===== config.mk =====
export PLATFORM = sky130hd
export DESIGN_NAME = dcps_top
export DESIGN_NICKNAME = d
export VERILOG_FILES = /design/src/logic/dcps_pkg.sv /design/src/logic/dcps_top.sv /design/src/logic/dcps_sync.sv /design/src/logic/dcps_pin_arb.sv
export SDC_FILE = /design/constraint.sdc
export NUM_CORES = 1
export LEC_CHECK = 0
export ABC_CLOCK_PERIOD_IN_PS = 2700
export BUFFER_PORTS_ARGS = -buffer_cell sky130_fd_sc_hd__buf_2
export CORE_UTILIZATION = 43
export CTS_BUF_LIST = sky130_fd_sc_hd__clkbuf_8 sky130_fd_sc_hd__clkbuf_16
export DETAILED_ROUTE_END_ITERATION = 10
export HOLD_SLACK_MARGIN = 0.12
export PLACE_DENSITY = 0.73
export SETUP_SLACK_MARGIN = 0.2
export SKIP_CTS_REPAIR_TIMING = 1
export SYNTH_ARGS = -nofsm -noshare
export SYNTH_HDL_FRONTEND = slang
export SYNTH_SLANG_ARGS = --single-unit

===== constraint.sdc =====
create_clock -name pclk -period 2.7 [get_ports pclk]
set_clock_uncertainty 0.05 [all_clocks]
set_input_delay 0 -clock pclk [delete_from_list [all_inputs] [get_ports pclk]]
set_output_delay 0 -clock pclk [all_outputs]
set_load 0.01 [all_outputs]

===== src/logic/dcps_pkg.sv =====
// device configuration and pin sharing: shared constants
// assumes a 32-bit APB with byte addresses and single-word registers
package dcps_pkg;

  // register byte addresses
  localparam logic [31:0] ADDR_BOOT_A = 32'h4000_0000;
  localparam logic [31:0] ADDR_BOOT_B = 32'h4000_0004;
  localparam logic [31:0] ADDR_HPC = 32'h4000_0008;
  localparam logic [31:0] ADDR_ATOP = 32'h4000_000C;
  localparam logic [31:0] ADDR_AMID = 32'h4000_0010;
  localparam logic [31:0] ADDR_TCS = 32'h4000_0014;
  localparam logic [31:0] ADDR_MUTE0 = 32'h4000_0018;
  localparam logic [31:0] ADDR_MUTE1 = 32'h4000_001C;
  localparam logic [31:0] ADDR_MUTE2 = 32'h4000_0020;
  localparam logic [31:0] ADDR_BRIDGE = 32'h4000_0024;
  localparam logic [31:0] ADDR_PINMUX = 32'h4000_0028;
  localparam logic [31:0] ADDR_STATUS = 32'h4000_002C;

  // host_port_config fields
  localparam int HPC_EN_BIT = 0;
  localparam int HPC_NONMUX_HOST_MODE_BIT_BIT = 1;
  localparam int HPC_SECURE_BIT = 2;
  localparam logic [2:0] HPC_RESET = 3'h0;

  // timer_capture_source fields
  localparam int TCS_SEL0_LSB = 0;
  localparam int TCS_SEL1_LSB = 4;
  localparam int TCS_SEL_W = 3;
  localparam logic [2:0] NUM_DMA_EVT = 3'h6;

  // mute select field
  localparam int MUTE_SEL_W = 4;

  // bridge_reset_control field
  localparam int BRIDGE_RST_BIT = 0;
  localparam logic BRIDGE_RESET = 1'b0;

  // pin-mux option register fields and reset options
  localparam int PMX_S0_LSB = 0;
  localparam int PMX_S1_LSB = 4;
  localparam int PMX_OWN_LSB = 8;
  localparam logic [1:0] PMX_S0_RESET = 2'h1;
  localparam logic [2:0] PMX_S1_RESET = 3'h5;

  // status register fields
  localparam int STS_A0_LSB = 0;
  localparam int STS_A1_LSB = 8;
  localparam int STS_MEM32_BIT = 16;

  // serial-port-one claim masks, bit0..4 = chip select, enable, clock, out, in
  localparam logic [4:0] S1_CLAIM_OPT1 = 5'h1F;
  localparam logic [4:0] S1_CLAIM_OPT2 = 5'h1D;
  localparam logic [4:0] S1_CLAIM_OPT3 = 5'h1E;
  localparam logic [4:0] S1_CLAIM_OPT4 = 5'h1C;

  // shared pin indices; sharer 0 has highest output priority
  localparam int PIN_S0_OUT = 0;
  localparam int PIN_S0_IN = 1;
  localparam int PIN_S0_CLK = 2;
  localparam int PIN_S0_CS = 3;
  localparam int PIN_S0_EN = 4;
  localparam int PIN_AX5 = 5;
  localparam int PIN_MUTE = 10;
  localparam int NUM_PINS = 11;
  localparam int NUM_SH = 3;
  localparam int NUM_MEM = 16;

endpackage : dcps_pkg


===== src/logic/dcps_top.sv =====
// device configuration register bank and shared-pin owner logic
// assumes an APB master on pclk; all pin inputs are asynchronous
`timescale 1ns/1ps
module dcps_top #(
  parameter bit SMALL_VARIANT = 1'b0,
  parameter int MUTE_SRCS = 16
) (
  // clock and reset
  input wire logic pclk,
  input wire logic presetn,
  // apb slave
  input wire logic psel,
  input wire logic penable,
  input wire logic pwrite,
  input wire logic [31:0] paddr,
  input wire logic [31:0] pwdata,
  output logic [31:0] prdata,
  output logic pready,
  output logic pslverr,
  // boot strap pins
  input wire logic ext_reset_n,
  input wire logic [7:0] boot_pins_a,
  input wire logic [7:0] boot_pins_b,
  // shared pins
  input wire logic [dcps_pkg::NUM_PINS-1:0] shared_pin_i,
  output logic [dcps_pkg::NUM_PINS-1:0] shared_pin_o,
  output logic [dcps_pkg::NUM_PINS-1:0] shared_pin_oe,
  // serial port zero: out, in, clock, chip select, enable
  input wire logic [4:0] serial0_out,
  input wire logic [4:0] serial0_oe,
  output logic [4:0] serial0_in,
  // two-wire ports: bit0 data, bit1 clock
  input wire logic [1:0] twowire0_out,
  input wire logic [1:0] twowire0_oe,
  output logic [1:0] twowire0_in,
  input wire logic [1:0] twowire1_out,
  input wire logic [1:0] twowire1_oe,
  output logic [1:0] twowire1_in,
  // serial port one: chip select, enable, clock, out, in
  input wire logic [4:0] serial1_out,
  input wire logic [4:0] serial1_oe,
  output logic [4:0] serial1_in,
  // audio data pins: audio0 bits 5..9, audio1 bits 8 and 9
  input wire logic [4:0] audio0_data_pins_out,
  input wire logic [4:0] audio0_data_pins_oe,
  output logic [4:0] audio0_data_pins_in,
  input wire logic [1:0] audio1_data_pins_out,
  input wire logic [1:0] audio1_data_pins_oe,
  output logic [1:0] audio1_data_pins_in,
  // mute output and host interrupt share one pin
  input wire logic audio2_mute_output,
  input wire logic audio2_mute_oe,
  input wire logic host_interrupt_output,
  input wire logic host_interrupt_oe,
  output logic mute_pin_in,
  // memory upper data pins and host address inputs
  input wire logic [15:0] memory_upper_out,
  input wire logic [15:0] memory_upper_oe,
  output logic [15:0] memory_upper_in,
  input wire logic [15:0] memory_pin_i,
  output logic [15:0] memory_pin_o,
  output logic [15:0] memory_pin_oe,
  output logic [15:0] host_address_inputs,
  output logic memory_data_32,
  // mute-input candidates and selections
  input wire logic [MUTE_SRCS-1:0] mute_src_i,
  output logic audio0_mute_input,
  output logic audio1_mute_input,
  output logic audio2_mute_input,
  // timer capture
  input wire logic [5:0] dma_evt,
  output logic [1:0] timer_capture_evt,
  // host port and bridge control
  output logic host_port_enable,
  output logic host_nonmux_mode,
  output logic [15:0] host_addr_upper,
  output logic host_addr_upper_valid,
  output logic internal_bridge_reset
);
  localparam int NP = dcps_pkg::NUM_PINS;
  localparam int NS = dcps_pkg::NUM_SH;
  localparam int SW = NP + dcps_pkg::NUM_MEM + 17 + MUTE_SRCS;

  typedef struct packed {
    logic [31:0] prdata;
    logic pready;
    logic pslverr;
    logic [7:0] boot_a;
    logic [7:0] boot_b;
    logic rst_prev;
    logic [2:0] hpc;
    logic [7:0] atop;
    logic [7:0] amid;
    logic [2:0] tsel0;
    logic [2:0] tsel1;
    logic [2:0][dcps_pkg::MUTE_SEL_W-1:0] msel;
    logic bridge;
    logic [1:0] s0opt;
    logic [2:0] s1opt;
    logic [1:0] own;
    logic [NP-1:0] pin_o;
    logic [NP-1:0] pin_oe;
    logic [15:0] mem_o;
    logic [15:0] mem_oe;
    logic [15:0] host_ain;
    logic [1:0] tcap;
    logic [2:0] mute;
  } dcps_top_state_t;

  dcps_top_state_t st_reg;
  dcps_top_state_t st_next;

  logic [SW-1:0] sync_out;
  logic [NP-1:0] pin_s;
  logic [15:0] mem_s;
  logic rst_s;
  logic [7:0] boot_a_s;
  logic [7:0] boot_b_s;
  logic [MUTE_SRCS-1:0] mute_s;
  logic [NP*NS-1:0] oe_raw;
  logic [NP*NS-1:0] out_raw;
  logic [NP-1:0] arb_o;
  logic [NP-1:0] arb_oe;

  // audio data pin limits {audio0, audio1} per serial-one option
  function automatic logic [7:0] audio_limits(input logic [2:0] opt);
    case (opt)
      3'h1: audio_limits = {5'h0B, 3'h4};
      3'h2: audio_limits = {5'h0C, 3'h4};
      3'h3: audio_limits = {5'h0C, 3'h4};
      3'h4: audio_limits = {5'h0D, 3'h4};
      default: audio_limits = {5'h10, 3'h6};
    endcase
  endfunction : audio_limits

  // which sharers the coarse options let drive each pin
  function automatic logic [NP*NS-1:0] permit(
    input logic [1:0] s0, input logic [2:0] s1, input logic [1:0] own);
    logic [4:0] claim;
    permit = '0;
    case (s0)
      2'h2: begin
        for (int p = 0; p < 3; p++) permit[p*NS] = 1'b1;
        permit[dcps_pkg::PIN_S0_CS*NS+1] = 1'b1;
        permit[dcps_pkg::PIN_S0_EN*NS+1] = 1'b1;
      end
      2'h3: begin
        permit[dcps_pkg::PIN_S0_IN*NS] = 1'b1;
        permit[dcps_pkg::PIN_S0_OUT*NS+1] = 1'b1;
        permit[dcps_pkg::PIN_S0_CLK*NS+1] = 1'b1;
        permit[dcps_pkg::PIN_S0_CS*NS+1] = 1'b1;
        permit[dcps_pkg::PIN_S0_EN*NS+1] = 1'b1;
      end
      default: begin
        for (int p = 0; p < 5; p++) permit[p*NS] = 1'b1;
      end
    endcase
    case (s1)
      3'h1: claim = dcps_pkg::S1_CLAIM_OPT1;
      3'h2: claim = dcps_pkg::S1_CLAIM_OPT2;
      3'h3: claim = dcps_pkg::S1_CLAIM_OPT3;
      3'h4: claim = dcps_pkg::S1_CLAIM_OPT4;
      default: claim = 5'h00;
    endcase
    for (int i = 0; i < 5; i++) begin
      if (claim[i]) begin
        permit[(dcps_pkg::PIN_AX5+i)*NS+(i < 3 ? 1 : 2)] = 1'b1;
      end else if (i >= 3 && own[i-3]) begin
        permit[(dcps_pkg::PIN_AX5+i)*NS+1] = 1'b1;
      end else begin
        permit[(dcps_pkg::PIN_AX5+i)*NS] = 1'b1;
      end
    end
    permit[dcps_pkg::PIN_MUTE*NS] = 1'b1;
    permit[dcps_pkg::PIN_MUTE*NS+1] = 1'b1;
  endfunction : permit

  dcps_sync #(
    .W(SW)
  ) u_sync (
    .pclk(pclk),
    .presetn(presetn),
    .din({mute_src_i, boot_pins_b, boot_pins_a, ext_reset_n, memory_pin_i, shared_pin_i}),
    .dout(sync_out)
  );

  assign {mute_s, boot_b_s, boot_a_s, rst_s, mem_s, pin_s} = sync_out;

  // request slots, sharer 0 first in priority
  always_comb begin
    oe_raw = '0;
    out_raw = '0;
    for (int p = 0; p < 5; p++) begin
      oe_raw[p*NS] = serial0_oe[p];
      out_raw[p*NS] = serial0_out[p];
      oe_raw[(p+5)*NS] = audio0_data_pins_oe[p];
      out_raw[(p+5)*NS] = audio0_data_pins_out[p];
      oe_raw[(p+5)*NS+(p < 3 ? 1 : 2)] = serial1_oe[p];
      out_raw[(p+5)*NS+(p < 3 ? 1 : 2)] = serial1_out[p];
    end
    oe_raw[dcps_pkg::PIN_S0_OUT*NS+1] = twowire0_oe[0];
    out_raw[dcps_pkg::PIN_S0_OUT*NS+1] = twowire0_out[0];
    oe_raw[dcps_pkg::PIN_S0_CLK*NS+1] = twowire0_oe[1];
    out_raw[dcps_pkg::PIN_S0_CLK*NS+1] = twowire0_out[1];
    oe_raw[dcps_pkg::PIN_S0_EN*NS+1] = twowire1_oe[0];
    out_raw[dcps_pkg::PIN_S0_EN*NS+1] = twowire1_out[0];
    oe_raw[dcps_pkg::PIN_S0_CS*NS+1] = twowire1_oe[1];
    out_raw[dcps_pkg::PIN_S0_CS*NS+1] = twowire1_out[1];
    oe_raw[8*NS+1] = audio1_data_pins_oe[0];
    out_raw[8*NS+1] = audio1_data_pins_out[0];
    oe_raw[9*NS+1] = audio1_data_pins_oe[1];
    out_raw[9*NS+1] = audio1_data_pins_out[1];
    oe_raw[dcps_pkg::PIN_MUTE*NS] = audio2_mute_oe;
    out_raw[dcps_pkg::PIN_MUTE*NS] = audio2_mute_output;
    oe_raw[dcps_pkg::PIN_MUTE*NS+1] = host_interrupt_oe;
    out_raw[dcps_pkg::PIN_MUTE*NS+1] = host_interrupt_output;
  end

  dcps_pin_arb #(
    .NPIN(NP),
    .NSH(NS)
  ) u_arb (
    .drv_oe(oe_raw & permit(st_reg.s0opt, st_reg.s1opt, st_reg.own)),
    .drv_out(out_raw),
    .pin_o(arb_o),
    .pin_oe(arb_oe)
  );

  always_comb begin
    logic setup;
    logic wr;
    logic [31:0] rd;
    logic hit;
    logic nonmux_host_mode_bit;
    logic [7:0] lim;
    setup = psel && !penable;
    wr = psel && penable && st_reg.pready && pwrite;
    rd = 32'h0000_0000;
    hit = 1'b1;
    nonmux_host_mode_bit = st_reg.hpc[dcps_pkg::HPC_NONMUX_HOST_MODE_BIT_BIT];
    lim = audio_limits(st_reg.s1opt);
    st_next = st_reg;

    // read decode in the setup cycle, answer in the first access cycle
    case (paddr)
      dcps_pkg::ADDR_BOOT_A: rd[7:0] = st_reg.boot_a;
      dcps_pkg::ADDR_BOOT_B: rd[7:0] = st_reg.boot_b;
      dcps_pkg::ADDR_HPC: rd[2:0] = st_reg.hpc;
      dcps_pkg::ADDR_ATOP: rd[7:0] = st_reg.atop;
      dcps_pkg::ADDR_AMID: rd[7:0] = st_reg.amid;
      dcps_pkg::ADDR_TCS: begin
        rd[dcps_pkg::TCS_SEL0_LSB+:dcps_pkg::TCS_SEL_W] = st_reg.tsel0;
        rd[dcps_pkg::TCS_SEL1_LSB+:dcps_pkg::TCS_SEL_W] = st_reg.tsel1;
      end
      dcps_pkg::ADDR_MUTE0: rd[dcps_pkg::MUTE_SEL_W-1:0] = st_reg.msel[0];
      dcps_pkg::ADDR_MUTE1: rd[dcps_pkg::MUTE_SEL_W-1:0] = st_reg.msel[1];
      dcps_pkg::ADDR_MUTE2: rd[dcps_pkg::MUTE_SEL_W-1:0] = st_reg.msel[2];
      dcps_pkg::ADDR_BRIDGE: rd[dcps_pkg::BRIDGE_RST_BIT] = st_reg.bridge;
      dcps_pkg::ADDR_PINMUX: begin
        rd[dcps_pkg::PMX_S0_LSB+:2] = st_reg.s0opt;
        rd[dcps_pkg::PMX_S1_LSB+:3] = st_reg.s1opt;
        rd[dcps_pkg::PMX_OWN_LSB+:2] = st_reg.own;
      end
      dcps_pkg::ADDR_STATUS: begin
        rd[dcps_pkg::STS_A0_LSB+:5] = lim[7:3];
        rd[dcps_pkg::STS_A1_LSB+:3] = lim[2:0];
        rd[dcps_pkg::STS_MEM32_BIT] = !nonmux_host_mode_bit;
      end
      default: hit = 1'b0;
    endcase
    st_next.pready = setup;
    st_next.prdata = setup ? rd : 32'h0000_0000;
    st_next.pslverr = setup && !hit;

    if (wr) begin
      case (paddr)
        dcps_pkg::ADDR_HPC: st_next.hpc = pwdata[2:0];
        dcps_pkg::ADDR_ATOP: st_next.atop = pwdata[7:0];
        dcps_pkg::ADDR_AMID: st_next.amid = pwdata[7:0];
        dcps_pkg::ADDR_TCS: begin
          st_next.tsel0 = pwdata[dcps_pkg::TCS_SEL0_LSB+:dcps_pkg::TCS_SEL_W];
          st_next.tsel1 = pwdata[dcps_pkg::TCS_SEL1_LSB+:dcps_pkg::TCS_SEL_W];
        end
        dcps_pkg::ADDR_MUTE0: st_next.msel[0] = pwdata[dcps_pkg::MUTE_SEL_W-1:0];
        dcps_pkg::ADDR_MUTE1: st_next.msel[1] = pwdata[dcps_pkg::MUTE_SEL_W-1:0];
        dcps_pkg::ADDR_MUTE2: begin
          if (!SMALL_VARIANT) begin
            st_next.msel[2] = pwdata[dcps_pkg::MUTE_SEL_W-1:0];
          end
        end
        dcps_pkg::ADDR_BRIDGE: st_next.bridge = pwdata[dcps_pkg::BRIDGE_RST_BIT];
        dcps_pkg::ADDR_PINMUX: begin
          st_next.s0opt = pwdata[dcps_pkg::PMX_S0_LSB+:2];
          st_next.s1opt = pwdata[dcps_pkg::PMX_S1_LSB+:3];
          st_next.own = pwdata[dcps_pkg::PMX_OWN_LSB+:2];
        end
        default: st_next.hpc = st_reg.hpc;
      endcase
    end

    // strap capture on the synchronised rising edge of the reset pin
    st_next.rst_prev = rst_s;
    if (rst_s && !st_reg.rst_prev) begin
      st_next.boot_a = boot_a_s;
      st_next.boot_b = boot_b_s;
    end

    st_next.pin_o = arb_o;
    st_next.pin_oe = arb_oe;

    // memory upper data pins become input-only in non-mux mode
    st_next.mem_o = memory_upper_out;
    st_next.mem_oe = nonmux_host_mode_bit ? 16'h0000 : memory_upper_oe;
    st_next.host_ain = nonmux_host_mode_bit ? mem_s : 16'h0000;

    st_next.tcap[0] = (st_reg.tsel0 < dcps_pkg::NUM_DMA_EVT) && dma_evt[st_reg.tsel0];
    st_next.tcap[1] = (st_reg.tsel1 < dcps_pkg::NUM_DMA_EVT) && dma_evt[st_reg.tsel1];

    for (int k = 0; k < 3; k++) begin
      st_next.mute[k] = (32'(st_reg.msel[k]) < MUTE_SRCS) && mute_s[st_reg.msel[k]];
    end
    if (SMALL_VARIANT) begin
      st_next.mute[2] = 1'b0;
    end
  end

  always_ff @(posedge pclk or negedge presetn) begin
    if (!presetn) begin
      st_reg <= '0;
      st_reg.hpc <= dcps_pkg::HPC_RESET;
      st_reg.bridge <= dcps_pkg::BRIDGE_RESET;
      st_reg.s0opt <= dcps_pkg::PMX_S0_RESET;
      st_reg.s1opt <= dcps_pkg::PMX_S1_RESET;
    end else begin
      st_reg <= st_next;
    end
  end

  assign prdata = st_reg.prdata;
  assign pready = st_reg.pready;
  assign pslverr = st_reg.pslverr;
  assign shared_pin_o = st_reg.pin_o;
  assign shared_pin_oe = st_reg.pin_oe;

  // pin levels fan out to every sharer from the synchroniser flops
  assign serial0_in = pin_s[4:0];
  assign twowire0_in = {pin_s[dcps_pkg::PIN_S0_CLK], pin_s[dcps_pkg::PIN_S0_OUT]};
  assign twowire1_in = {pin_s[dcps_pkg::PIN_S0_CS], pin_s[dcps_pkg::PIN_S0_EN]};
  assign serial1_in = pin_s[9:5];
  assign audio0_data_pins_in = pin_s[9:5];
  assign audio1_data_pins_in = pin_s[9:8];
  assign mute_pin_in = pin_s[dcps_pkg::PIN_MUTE];
  assign memory_upper_in = mem_s;

  assign memory_pin_o = st_reg.mem_o;
  assign memory_pin_oe = st_reg.mem_oe;
  assign host_address_inputs = st_reg.host_ain;
  assign memory_data_32 = !st_reg.hpc[dcps_pkg::HPC_NONMUX_HOST_MODE_BIT_BIT];
  assign audio0_mute_input = st_reg.mute[0];
  assign audio1_mute_input = st_reg.mute[1];
  assign audio2_mute_input = st_reg.mute[2];
  assign timer_capture_evt = st_reg.tcap;
  assign host_port_enable = st_reg.hpc[dcps_pkg::HPC_EN_BIT];
  assign host_nonmux_mode = st_reg.hpc[dcps_pkg::HPC_NONMUX_HOST_MODE_BIT_BIT];
  assign host_addr_upper_valid = st_reg.hpc[dcps_pkg::HPC_NONMUX_HOST_MODE_BIT_BIT]
    || st_reg.hpc[dcps_pkg::HPC_SECURE_BIT];
  assign host_addr_upper = host_addr_upper_valid ? {st_reg.atop, st_reg.amid} : 16'h0000;
  assign internal_bridge_reset = st_reg.bridge;
endmodule : dcps_top


===== src/logic/dcps_sync.sv =====
// two-flop synchroniser for a bus of independent pin levels
// assumes each bit is a slow level; no bus coherence is implied
`timescale 1ns/1ps
module dcps_sync #(
  parameter int W = 8
) (
  // clock and reset
  input wire logic pclk,
  input wire logic presetn,
  // levels
  input wire logic [W-1:0] din,
  output logic [W-1:0] dout
);
  typedef struct packed {
    logic [W-1:0] meta;
    logic [W-1:0] stable;
  } dcps_sync_state_t;

  dcps_sync_state_t s_reg;
  dcps_sync_state_t s_next;

  always_comb begin
    s_next.meta = din;
    s_next.stable = s_reg.meta;
  end

  always_ff @(posedge pclk or negedge presetn) begin
    if (!presetn) begin
      s_reg <= '0;
    end else begin
      s_reg <= s_next;
    end
  end

  assign dout = s_reg.stable;
endmodule : dcps_sync


===== src/logic/dcps_pin_arb.sv =====
// output arbiter for a set of shared pins
// assumes request slot p*NSH+s; sharer 0 is the highest priority
`timescale 1ns/1ps
module dcps_pin_arb #(
  parameter int NPIN = 11,
  parameter int NSH = 3
) (
  // per-sharer requests
  input wire logic [NPIN*NSH-1:0] drv_oe,
  input wire logic [NPIN*NSH-1:0] drv_out,
  // resolved pin drive
  output logic [NPIN-1:0] pin_o,
  output logic [NPIN-1:0] pin_oe
);
  always_comb begin
    pin_o = '0;
    pin_oe = '0;
    for (int p = 0; p < NPIN; p++) begin
      for (int s = NSH - 1; s >= 0; s--) begin
        if (drv_oe[p*NSH+s]) begin
          pin_oe[p] = 1'b1;
          pin_o[p] = drv_out[p*NSH+s];
        end
      end
    end
  end
endmodule : dcps_pin_arb


# Word-level counts from Yosys, hierarchy flattened
# Index checks and enable logic that the tools add are counted.
# W data, S select, Z words.
dict set report classes {
  n_lt_le_gt_ge 7
  n_eq_ne 18
  muxes 101
  bitwise_logic 1
  n_reduce_logical 25
}
# operator count
set op_table {}
lappend op_table {{$eq A32 B31 Y1 const B} 12}
lappend op_table {{$mux W1} 80}
lappend op_table {{$mux W16} 3}
lappend op_table {{$and A32 B32 Y32} 1}
lappend op_table {{$pmux W8 S3} 1}
lappend op_table {{$pmux W5 S4} 1}
lappend op_table {{$reduce_and A2 Y1} 9}
lappend op_table {{$mux W17} 1}
lappend op_table {{$lt A4 B5 Y1 const B} 3}
lappend op_table {{$bmux W1 S4} 3}
lappend op_table {{$pmux W1 S12} 1}
lappend op_table {{$pmux W2 S6} 1}
lappend op_table {{$reduce_or A12 Y1} 1}
lappend op_table {{$pmux W1 S11} 1}
lappend op_table {{$pmux W1 S10} 1}
lappend op_table {{$logic_and A1 B1 Y1} 8}
lappend op_table {{$lt A3 B4 Y1 const B} 2}
lappend op_table {{$pmux W1 S8} 1}
lappend op_table {{$pmux W1 S7} 1}
lappend op_table {{$bmux W1 S3} 2}
lappend op_table {{$eq A3 B2 Y1 const B} 2}
lappend op_table {{$lt A3 B3 Y1 const B} 2}
lappend op_table {{$eq A2 B2 Y1 const B} 2}
lappend op_table {{$logic_not A1 Y1} 4}
lappend op_table {{7 further kinds} 9}
dict set report word_totals {
  regBits 276
  in_bits 213
  word_cells 179
}

# Longest topological paths before layout
# Gate-level depths: netlist (run 1).
dict set report depth {
  ltp_word 7
  depth_mapped 7
}

# Modules after synthesis
# Synthesis (run 1) repeated with hierarchy kept, for this count alone.
dict set report hier_totals {
  cells_unflattened 760
  hier_area_um2 10791.6
}
# mod n_inst cells_each area_each_um2
set by_module_without_submodules {}
lappend by_module_without_submodules {dcps_top 1 585 7458.4}
lappend by_module_without_submodules {dcps_sync 1 120 3002.9}
lappend by_module_without_submodules {dcps_pin_arb 1 55 330.3}

# Least setup slack after synthesis (run 1)
# Ideal clock, no wire load.
dict set report synth_path {
  path_kind {register to register}
  from {register st_reg[91] (netlist bit)}
  to {register st_reg (netlist bit audio2_mute_input)}
  setup_ns 0.138
  arrival_time_ns 1.556
  required_ns 2.512
  slack_ns 0.955
  path_stages_with_launch 4
  n_path_buf 1
  period_less_slack_ns 1.745
  path_cell_list {dfrtp_1 -> clkbuf_1 -> mux4_2 -> mux4_2}
}
# element line
set synth_lines {}
lappend synth_lines {{start, declared} dcps_top.sv:110} ;# dcps_top_state_t st_reg;
lappend synth_lines {{start signal, assigned} dcps_top.sv:335} ;# st_reg <= st_next;

# Worst setup path after layout (run 1)
dict set report layout_path {
  from {input paddr[14]}
  to {register st_reg[96] (netlist bit)}
}
dict set report layout_via {
  elab_chain_cells 2
}
# element line
set layout_rtl {}
lappend layout_rtl {{start, declared} dcps_top.sv:15} ;# input wire logic [31:0] paddr,
lappend layout_rtl {{$eq A32 B31 Y1} dcps_top.sv:276} ;# case (paddr)
lappend layout_rtl {{$reduce_and A2 Y1 (no line)} --}
# Every way passes these cells.
# A chain may end at the register's enable or synchronous reset.

==> impl_metrics.env, run 1 <==
export IMPL_outcome="finished clean"
export IMPL_synth_async_reset_ratio=1.00
export IMPL_utilization=0.634
export IMPL_worst_path_max_delay_cell="dlygate4sd3_1"
export IMPL_final_cell_mix="buf_2 (337), dfrtp_1 (268), dlygate4sd3_1 (255), mux2_2 (78), nor2b_1 (38)"
export IMPL_leakagePower_nw=7.38
export IMPL_synth_avg_cell_area_um2=14.0
export IMPL_pwr_share_comb=0.090
export IMPL_io_pins=381
export IMPL_max_clock_path_buffers=3
export IMPL_grt_max_degree=103
export IMPL_dieArea_um2=25400
export IMPL_wl_per_cell_um=17.2
export IMPL_clk_pin_slew_worst_paths_ps=60
export IMPL_fin_tns_setup_ps=0
export IMPL_drive_gt1_frac=0.403
export IMPL_nNetsFinal=1468
export IMPL_synth_seq_cells=271
export IMPL_path_common_cell="dlygate4sd3_1"
export IMPL_start_kind="primary input"
export IMPL_fin_area_um2=15400
export IMPL_seq_power_share=0.460
export IMPL_fmax_mhz=405
export IMPL_synthCells=759
export IMPL_yosys_most_used_dff="dfrtp_1"
export IMPL_hold_path_class="in -> reg"
export IMPL_cp_cell_sequence="dlygate4sd3_1 -> buf_2 -> nor4_1 -> nand2_1 -> nor3_4 -> nand3_2 -> dlygate4sd3_1 -> mux2_2"
export IMPL_fin_cells=1602
export IMPL_tightest_slew_ps=894
export IMPL_place_hpwl_um=17100
export IMPL_first_global_vias=6625
export IMPL_grt_pass1_wl_um=36000
export IMPL_htree_levels=1
export IMPL_clk_latency_ps=550
export IMPL_cts_tree="built"
export IMPL_cts_sinks=271
export IMPL_initial_utilization=0.437
export IMPL_switching_share=0.218
export IMPL_drcViolationCount=0
export IMPL_rsz0062_at_grt="false"
export IMPL_first_pass_iters=5
export IMPL_slew_viol_final=0
export IMPL_crit_required_ps=3080
export IMPL_dp_cells=1293
export IMPL_coreArea_um2=24300
export IMPL_cts_root_buffer="clkbuf_16"
export IMPL_grt_overflow=0
export IMPL_power_switching_w=0.00204
export IMPL_num_rows=57
export IMPL_synth_enable_flop_cells=0
export IMPL_synth_seq_area_share=0.638
export IMPL_irDropWorstVdd_mv=0.470
export IMPL_routed_wl_um=27500
export IMPL_crit_fanout=9
export IMPL_ys_warnings_count=0
export IMPL_via_per_inst=4.73
export IMPL_ant_nets=0
export IMPL_clkPwrFrac=0.450
export IMPL_antenna_found_initial=1
export IMPL_worstSetupPathType="in -> reg"
export IMPL_gp_congestion=0.855
export IMPL_dr_total_vias=7579
export IMPL_placed_cell_area_um2=11800
export IMPL_cp_arrival_ps=2850
export IMPL_port_buffers=338
export IMPL_hold_viol=0
export IMPL_finalCriticalPeriod_ps=2470
export IMPL_synth_area_um2=10600
export IMPL_slew_headroom=0.402
export IMPL_end_kind="flop"
export IMPL_die_h_um=159
export IMPL_final_common_cell="buf_2"
export IMPL_first_iter_violations=379
export IMPL_p_per_area_nw_per_um2=608
export IMPL_period_share=0.913
export IMPL_cpPeakStageDelay_ps=680
export IMPL_max_cap_violations=0
export IMPL_syn_to_final_growth_pct=45.1
export IMPL_die_w_um=159
export IMPL_nFillCells=1782
export IMPL_setup_viol=0
export IMPL_cts_inserted_buffers=29
export IMPL_ys_types=44
export IMPL_track_usage=0.181
export IMPL_p_int_w=0.00733
## per-stage QoR
stage	total power (W)	worst slack [ps]	hold slack, ps
after floorplan	0.00466	955	-346
after CTS	0.00915	674	-790
final	0.00937	234	147
after detailed placement	0.00493	355	-200
after global routing	0.00972	109	154
after global placement	0.00491	409	-199
## worst max-delay path, delay by kind of cell
family / cells / cell delay, ps
buffers and inverters: 3 / 1390
muxes: 1 / 300
and+or+nand+nor: 4 / 1150
## metal layers
layer  global-route usage  part of all wire  routed length [µm]  vias up
li1                     -                 -                   -     3437
met1                0.228              0.38               10600     3769
met2                0.304              0.52               14300      312
met3               0.0419             0.060                1650       61
met4               0.0699             0.036                 992        0
met5                    0                 0                   0        -
## worst paths after layout
check	from	endpoint	slack, ps	depth (start not counted)
setup / recovery	paddr[14]	st_reg[96]	230	8
hold / removal	paddr[24]	prdata[0]	150	6
setup reg to reg	st_reg[81]	shared_pin_o[2]	340	5
hold reg to reg	u_sync.s_next[3]	u_sync.dout[3]	290	0
max in group asynchronous	presetn	memory_pin_o[2]	790	4
min in group asynchronous	presetn	u_sync.s_next[46]	580	4
## logic make-up (layout without fill, tap and decap cells)
kind of cell,after synthesis,count (layout),share of synthesized area
AOI/OAI and AO/OA,60,60,0.0364
DFF,271,271,0.638
and+or+nand+nor,153,153,0.0863
xor gates and xnor gates,3,3,0.00247
buffers and inverters,168,667,0.110
muxes,103,103,0.126
other,1,21,0.000353
## area by class of cell
type / instances / area [µm²] / area share
diodes: 1 / 2.50 / 0.000162
multi-input cells: 339 / 2750 / 0.178
clock buffers: 35 / 808 / 0.0524
clock inverters: 18 / 234 / 0.0152
inverters: 3 / 11.3 / 0.000730
well taps: 324 / 405 / 0.0263
repair buffers: 611 / 4430 / 0.287
flip-flops and latches: 271 / 6790 / 0.440
## power by group through the flow
| stage | Sequential (W) | Combinational (W) | Clock [W] |
|---|---|---|---|
| finish | 0.00431 | 0.000845 | 0.00422 |
| global route | 0.00433 | 0.000915 | 0.00448 |
| CTS | 0.00431 | 0.000551 | 0.00430 |
| detailed placement | 0.00438 | 0.000548 | 0 |
| global placement | 0.00437 | 0.000538 | 0 |
| floorplan | 0.00436 | 0.000309 | 0 |
## Yosys cell counts (all sizes together), types with 7 or more instances
cell	instances	area [µm²]
dfrtp	268	6710
a21oi	11	55.1
buf	147	1090
clkbuf	18	67.6
nor2	14	52.6
nor2b	38	238
nand3	23	130
nand2	26	97.6
mux2i	7	70.1
o21ai	20	100
mux2	79	890
and2	20	125
mux4	17	383
nor4	7	58.8
Note: power is estimated with default switching activity, not from simulation.
==> run 2: changes to the inputs <==
- REMOVE_ABC_BUFFERS: unset -> 1
==> run 2 against run 1 <==
  * Worst setup slack better by 48 ps
  * Sequential power barely moved
  * Cell count is 0.50% lower
  * Sequential share of layout area rose by 0.60 points
  * Fmax is 2.0% higher
  * Power shrank 5.5%
  * Critical path type unchanged
  * Critical endpoint is now prdata[1]
  * Largest cell class unchanged
==> impl_metrics.env, run 2 (synthesis gave the netlist of run 1 again) <==
export IMPL_drive_gt1_frac=0.401
export IMPL_crit_start="paddr[4]"
export IMPL_final_common_cell="buf_2"
export IMPL_slew_headroom=0.403
export IMPL_coreArea_um2=24300
export IMPL_p_per_area_nw_per_um2=582
export IMPL_cts_sinks=271
export IMPL_fin_tns_setup_ps=0
export IMPL_grt_max_degree=112
export IMPL_gp_congestion=0.840
export IMPL_htree_levels=1
export IMPL_ant_nets=0
export IMPL_first_global_vias=6522
export IMPL_initial_utilization=0.437
export IMPL_track_usage=0.178
export IMPL_hold_viol=0
export IMPL_clk_latency_ps=540
export IMPL_path_buf_inv=5
export IMPL_placed_cell_area_um2=11800
export IMPL_syn_to_final_growth_pct=43.1
export IMPL_num_rows=57
export IMPL_cpPeakStageDelay_ps=580
export IMPL_cp_cell_sequence="dlygate4sd3_1 -> buf_2 -> nor4b_4 -> dlygate4sd3_1 -> buf_4 -> a22o_1 -> a311oi_1 -> a2111oi_0 -> buf_4"
export IMPL_cp_arrival_ps=2850
export IMPL_period_share=0.895
export IMPL_antenna_found_initial=2
export IMPL_io_pins=381
export IMPL_cts_tree="built"
export IMPL_worst_path_max_delay_cell="dlygate4sd3_1"
export IMPL_rsz0062_at_grt="false"
export IMPL_nNetsFinal=1460
export IMPL_leakagePower_nw=7.30
export IMPL_wl_per_cell_um=17.2
export IMPL_cts_inserted_buffers=29
export IMPL_outcome="finished clean"
export IMPL_max_cap_violations=0
export IMPL_max_clock_path_buffers=3
export IMPL_hold_path_class="in -> async"
export IMPL_clk_pin_slew_worst_paths_ps=60
export IMPL_first_iter_violations=434
export IMPL_irDropWorstVdd_mv=0.432
export IMPL_die_h_um=159
export IMPL_finalCriticalPeriod_ps=2420
export IMPL_dieArea_um2=25400
export IMPL_place_hpwl_um=16700
export IMPL_cts_root_buffer="clkbuf_16"
export IMPL_via_per_inst=4.74
export IMPL_dp_cells=1291
export IMPL_crit_fanout=10
export IMPL_tightest_slew_ps=896
export IMPL_end_kind="flop"
export IMPL_fmax_mhz=414
export IMPL_setup_viol=0
export IMPL_grt_pass1_wl_um=35300
export IMPL_slew_viol_final=0
export IMPL_port_buffers=338
export IMPL_utilization=0.626
export IMPL_fin_area_um2=15200
export IMPL_first_pass_iters=5
export IMPL_worstSetupPathType="in -> reg"
export IMPL_nFillCells=1864
export IMPL_drcViolationCount=0
export IMPL_grt_overflow=0
export IMPL_worst_hold_slack_ps=26.4
export IMPL_crit_required_ps=3130
export IMPL_critPathTopFamily="buffers and inverters"
export IMPL_routed_wl_um=27400
export IMPL_die_w_um=159
export IMPL_final_cell_mix="buf_2 (337), dfrtp_1 (268), dlygate4sd3_1 (249), mux2_2 (78), nor2b_1 (38)"
export IMPL_dr_total_vias=7549
export IMPL_fin_cells=1594
export IMPL_r2r_start="st_reg[77]"
export IMPL_start_kind="primary input"
[run 2: worst register-to-register path: stages (launching register included)]
cell and delay (ps):
dfstp_2 600, nor2_1 90, xnor2_1 330, buf_4 260
mux2_2 350, dlygate4sd3_1 550
[run 2: layout make-up]
class | instances | area (µm²) | area share
flip-flops and latches | 271 | 6790 | 0.446
repair buffers | 603 | 4350 | 0.286
multi-input cells | 339 | 2750 | 0.181
clock buffers | 33 | 781 | 0.0513
well taps | 324 | 405 | 0.0266
clock inverters | 19 | 123 | 0.00806
inverters | 3 | 11.3 | 0.000740
diodes | 2 | 5.00 | 0.000329
[run 2: metal layers]
metal,up-vias,share of wire,global-route usage
met5,-,0,0
met4,0,0.029,0.0520
met3,69,0.073,0.0453
met2,314,0.52,0.304
met1,3746,0.38,0.222
li1,3420,-,-
[run 2: report_power, final]
group | total, W | internal (W) | switching [W]
registers | 0.00431 | 0.00424 | 0.0000725
clock network | 0.00371 | 0.00215 | 0.00156
logic | 0.000840 | 0.000481 | 0.000360
total | 0.00886 | 0.00687 | 0.00199
[run 2: worst paths after layout]
check / to / slack [ps] / cells past startpoint
max: prdata[1] / 280 / 9
min: memory_pin_o[1] / 30 / 2
max reg2reg: shared_pin_oe[7] / 350 / 5
min reg2reg: u_sync.dout[8] / 290 / 0
max in group asynchronous: memory_pin_o[11] / 1650 / 3
min in group pclk: prdata[0] / 70 / 6
[run 2: through the flow]
stage               worst slack, ps  power, W
finish                          282   0.00886
global route                    200   0.00923
CTS                            67.7   0.00866
detailed placement              370   0.00492
global placement                444   0.00491
floorplan                       781   0.00453
==> run 3: changes to the inputs <==
- CTS_BUF_LIST: sky130_fd_sc_hd__clkbuf_8 sky130_fd_sc_hd__clkbuf_16 -> unset
- SETUP_SLACK_MARGIN: 0.2 -> unset
==> run 3 against run 2 <==
  * Cell count increased by 0.38%
  * Fmax decreased by 4.2%
  * Sequential power about the same
  * Clock power about the same
  * Register-to-register slack got worse by 150 ps
  * Wire length decreased by 0.32%
  * Cell area increased by 0.39%
  * Via count decreased by 0.60%
  * Largest cell class unchanged
==> impl_metrics.env, run 3 (synthesis gave the netlist of run 1 again) <==
export IMPL_routed_wl_um=27300
export IMPL_power_switching_w=0.00198
export IMPL_cp_arrival_ps=2950
export IMPL_htree_levels=1
export IMPL_drive_gt1_frac=0.400
export IMPL_io_pins=381
export IMPL_max_cap_violations=0
export IMPL_leakagePower_nw=7.29
export IMPL_ant_nets=0
export IMPL_slew_headroom=0.410
export IMPL_first_global_vias=6522
export IMPL_coreArea_um2=24300
export IMPL_gp_congestion=0.840
export IMPL_place_hpwl_um=16700
export IMPL_switching_share=0.223
export IMPL_slew_viol_final=0
export IMPL_finalCriticalPeriod_ps=2530
export IMPL_nNetsFinal=1466
export IMPL_dieArea_um2=25400
export IMPL_via_per_inst=4.69
export IMPL_syn_to_final_growth_pct=43.7
export IMPL_clk_pin_slew_worst_paths_ps=60
export IMPL_rr_worst_depth=5
export IMPL_drcViolationCount=0
export IMPL_end_kind="flop"
export IMPL_port_buffers=338
export IMPL_first_iter_violations=425
export IMPL_irDropWorstVdd_mv=0.432
export IMPL_clkPwrFrac=0.420
export IMPL_track_usage=0.178
export IMPL_wl_per_cell_um=17.1
export IMPL_final_common_cell="buf_2"
export IMPL_seq_power_share=0.485
export IMPL_hold_path_class="in -> async"
export IMPL_rsz0062_at_grt="false"
export IMPL_cts_root_buffer="clkbuf_16"
export IMPL_setup_viol=0
export IMPL_die_h_um=159
export IMPL_fmax_mhz=396
export IMPL_cts_inserted_buffers=29
export IMPL_clk_latency_ps=540
export IMPL_grt_overflow=0
export IMPL_first_pass_iters=4
export IMPL_fin_area_um2=15300
export IMPL_p_per_area_nw_per_um2=582
export IMPL_crit_fanout=23
export IMPL_grt_pass1_wl_um=35300
export IMPL_antenna_found_initial=2
export IMPL_fin_ws_ps=175
export IMPL_p_int_w=0.00691
export IMPL_worstSetupPathType="in -> reg"
export IMPL_die_w_um=159
export IMPL_cts_tree="built"
export IMPL_period_share=0.935
export IMPL_dp_slack_ps=370
export IMPL_pwr_share_comb=0.095
export IMPL_dr_total_vias=7504
export IMPL_num_rows=57
export IMPL_fin_tns_setup_ps=0
export IMPL_placed_cell_area_um2=11800
export IMPL_tightest_slew_ps=886
export IMPL_crit_required_ps=3130
export IMPL_nFillCells=1858
export IMPL_hold_viol=0
export IMPL_outcome="finished clean"
export IMPL_final_cell_mix="buf_2 (337), dfrtp_1 (268), dlygate4sd3_1 (255), mux2_2 (78), nor2b_1 (38)"
export IMPL_initial_utilization=0.437
export IMPL_grt_max_degree=112
export IMPL_max_clock_path_buffers=3
export IMPL_start_kind="primary input"
export IMPL_cts_sinks=271
run 3: critical path, stage by stage:
cell and delay, ps:
dlygate4sd3_1 530, buf_2 290, nor4_1 250, dlygate4sd3_1 600, buf_4 190, nand3b_1 90, a21boi_0 170, a311oi_1 70
a2111oi_0 530, buf_4 200
run 3: final timing paths:
path | startpoint | end | slack, ps
worst max-delay path | paddr[2] | prdata[1] | 170
worst min-delay path | presetn | memory_pin_o[1] | 30
worst max register to register | pready | st_reg[76] | 200
worst min register to register | u_sync.s_next[8] | u_sync.dout[8] | 290
max in group asynchronous | presetn | memory_pin_o[11] | 1660
min in group pclk | serial0_out[1] | shared_pin_o[1] | 160
run 3: power by group through the flow:
stage	clock (W)	combinational, W	sequential (W)
6_report	0.00373	0.000847	0.00431
5_1_grt	0.00403	0.000914	0.00432
4_1_cts	0.00383	0.000552	0.00430
3_5_place_dp	0	0.000549	0.00438
3_3_place_gp	0	0.000538	0.00437
2_1_floorplan	0	0.000133	0.00440
run 3: through the flow:
stage	std cells	util	total power (W)	hold slack, ps
2_1_floorplan	613	-	0.00453	-346
3_3_place_gp	1291	0.486	0.00491	58.1
3_5_place_dp	1291	0.486	0.00492	59.4
4_1_cts	1343	0.523	0.00869	-516
5_1_grt	1600	0.628	0.00927	152
6_report	1600	0.628	0.00889	32.4
run 3: cell type report:
cell class | instances | area (µm²) | share of cell area
multi-input combinational | 339 | 2750 | 0.180
timing repair buffer | 609 | 4410 | 0.289
clock inverter | 11 | 92.6 | 0.00606
antenna | 2 | 5.00 | 0.000328
inverter | 3 | 11.3 | 0.000737
clock buffer | 41 | 811 | 0.0531
tap | 324 | 405 | 0.0265
sequential | 271 | 6790 | 0.444
run 3: layer usage:
metal / part of all wire / track usage
met1: 0.38 / 0.222
met2: 0.52 / 0.304
met3: 0.071 / 0.0453
met4: 0.027 / 0.0520
met5: 0 / 0
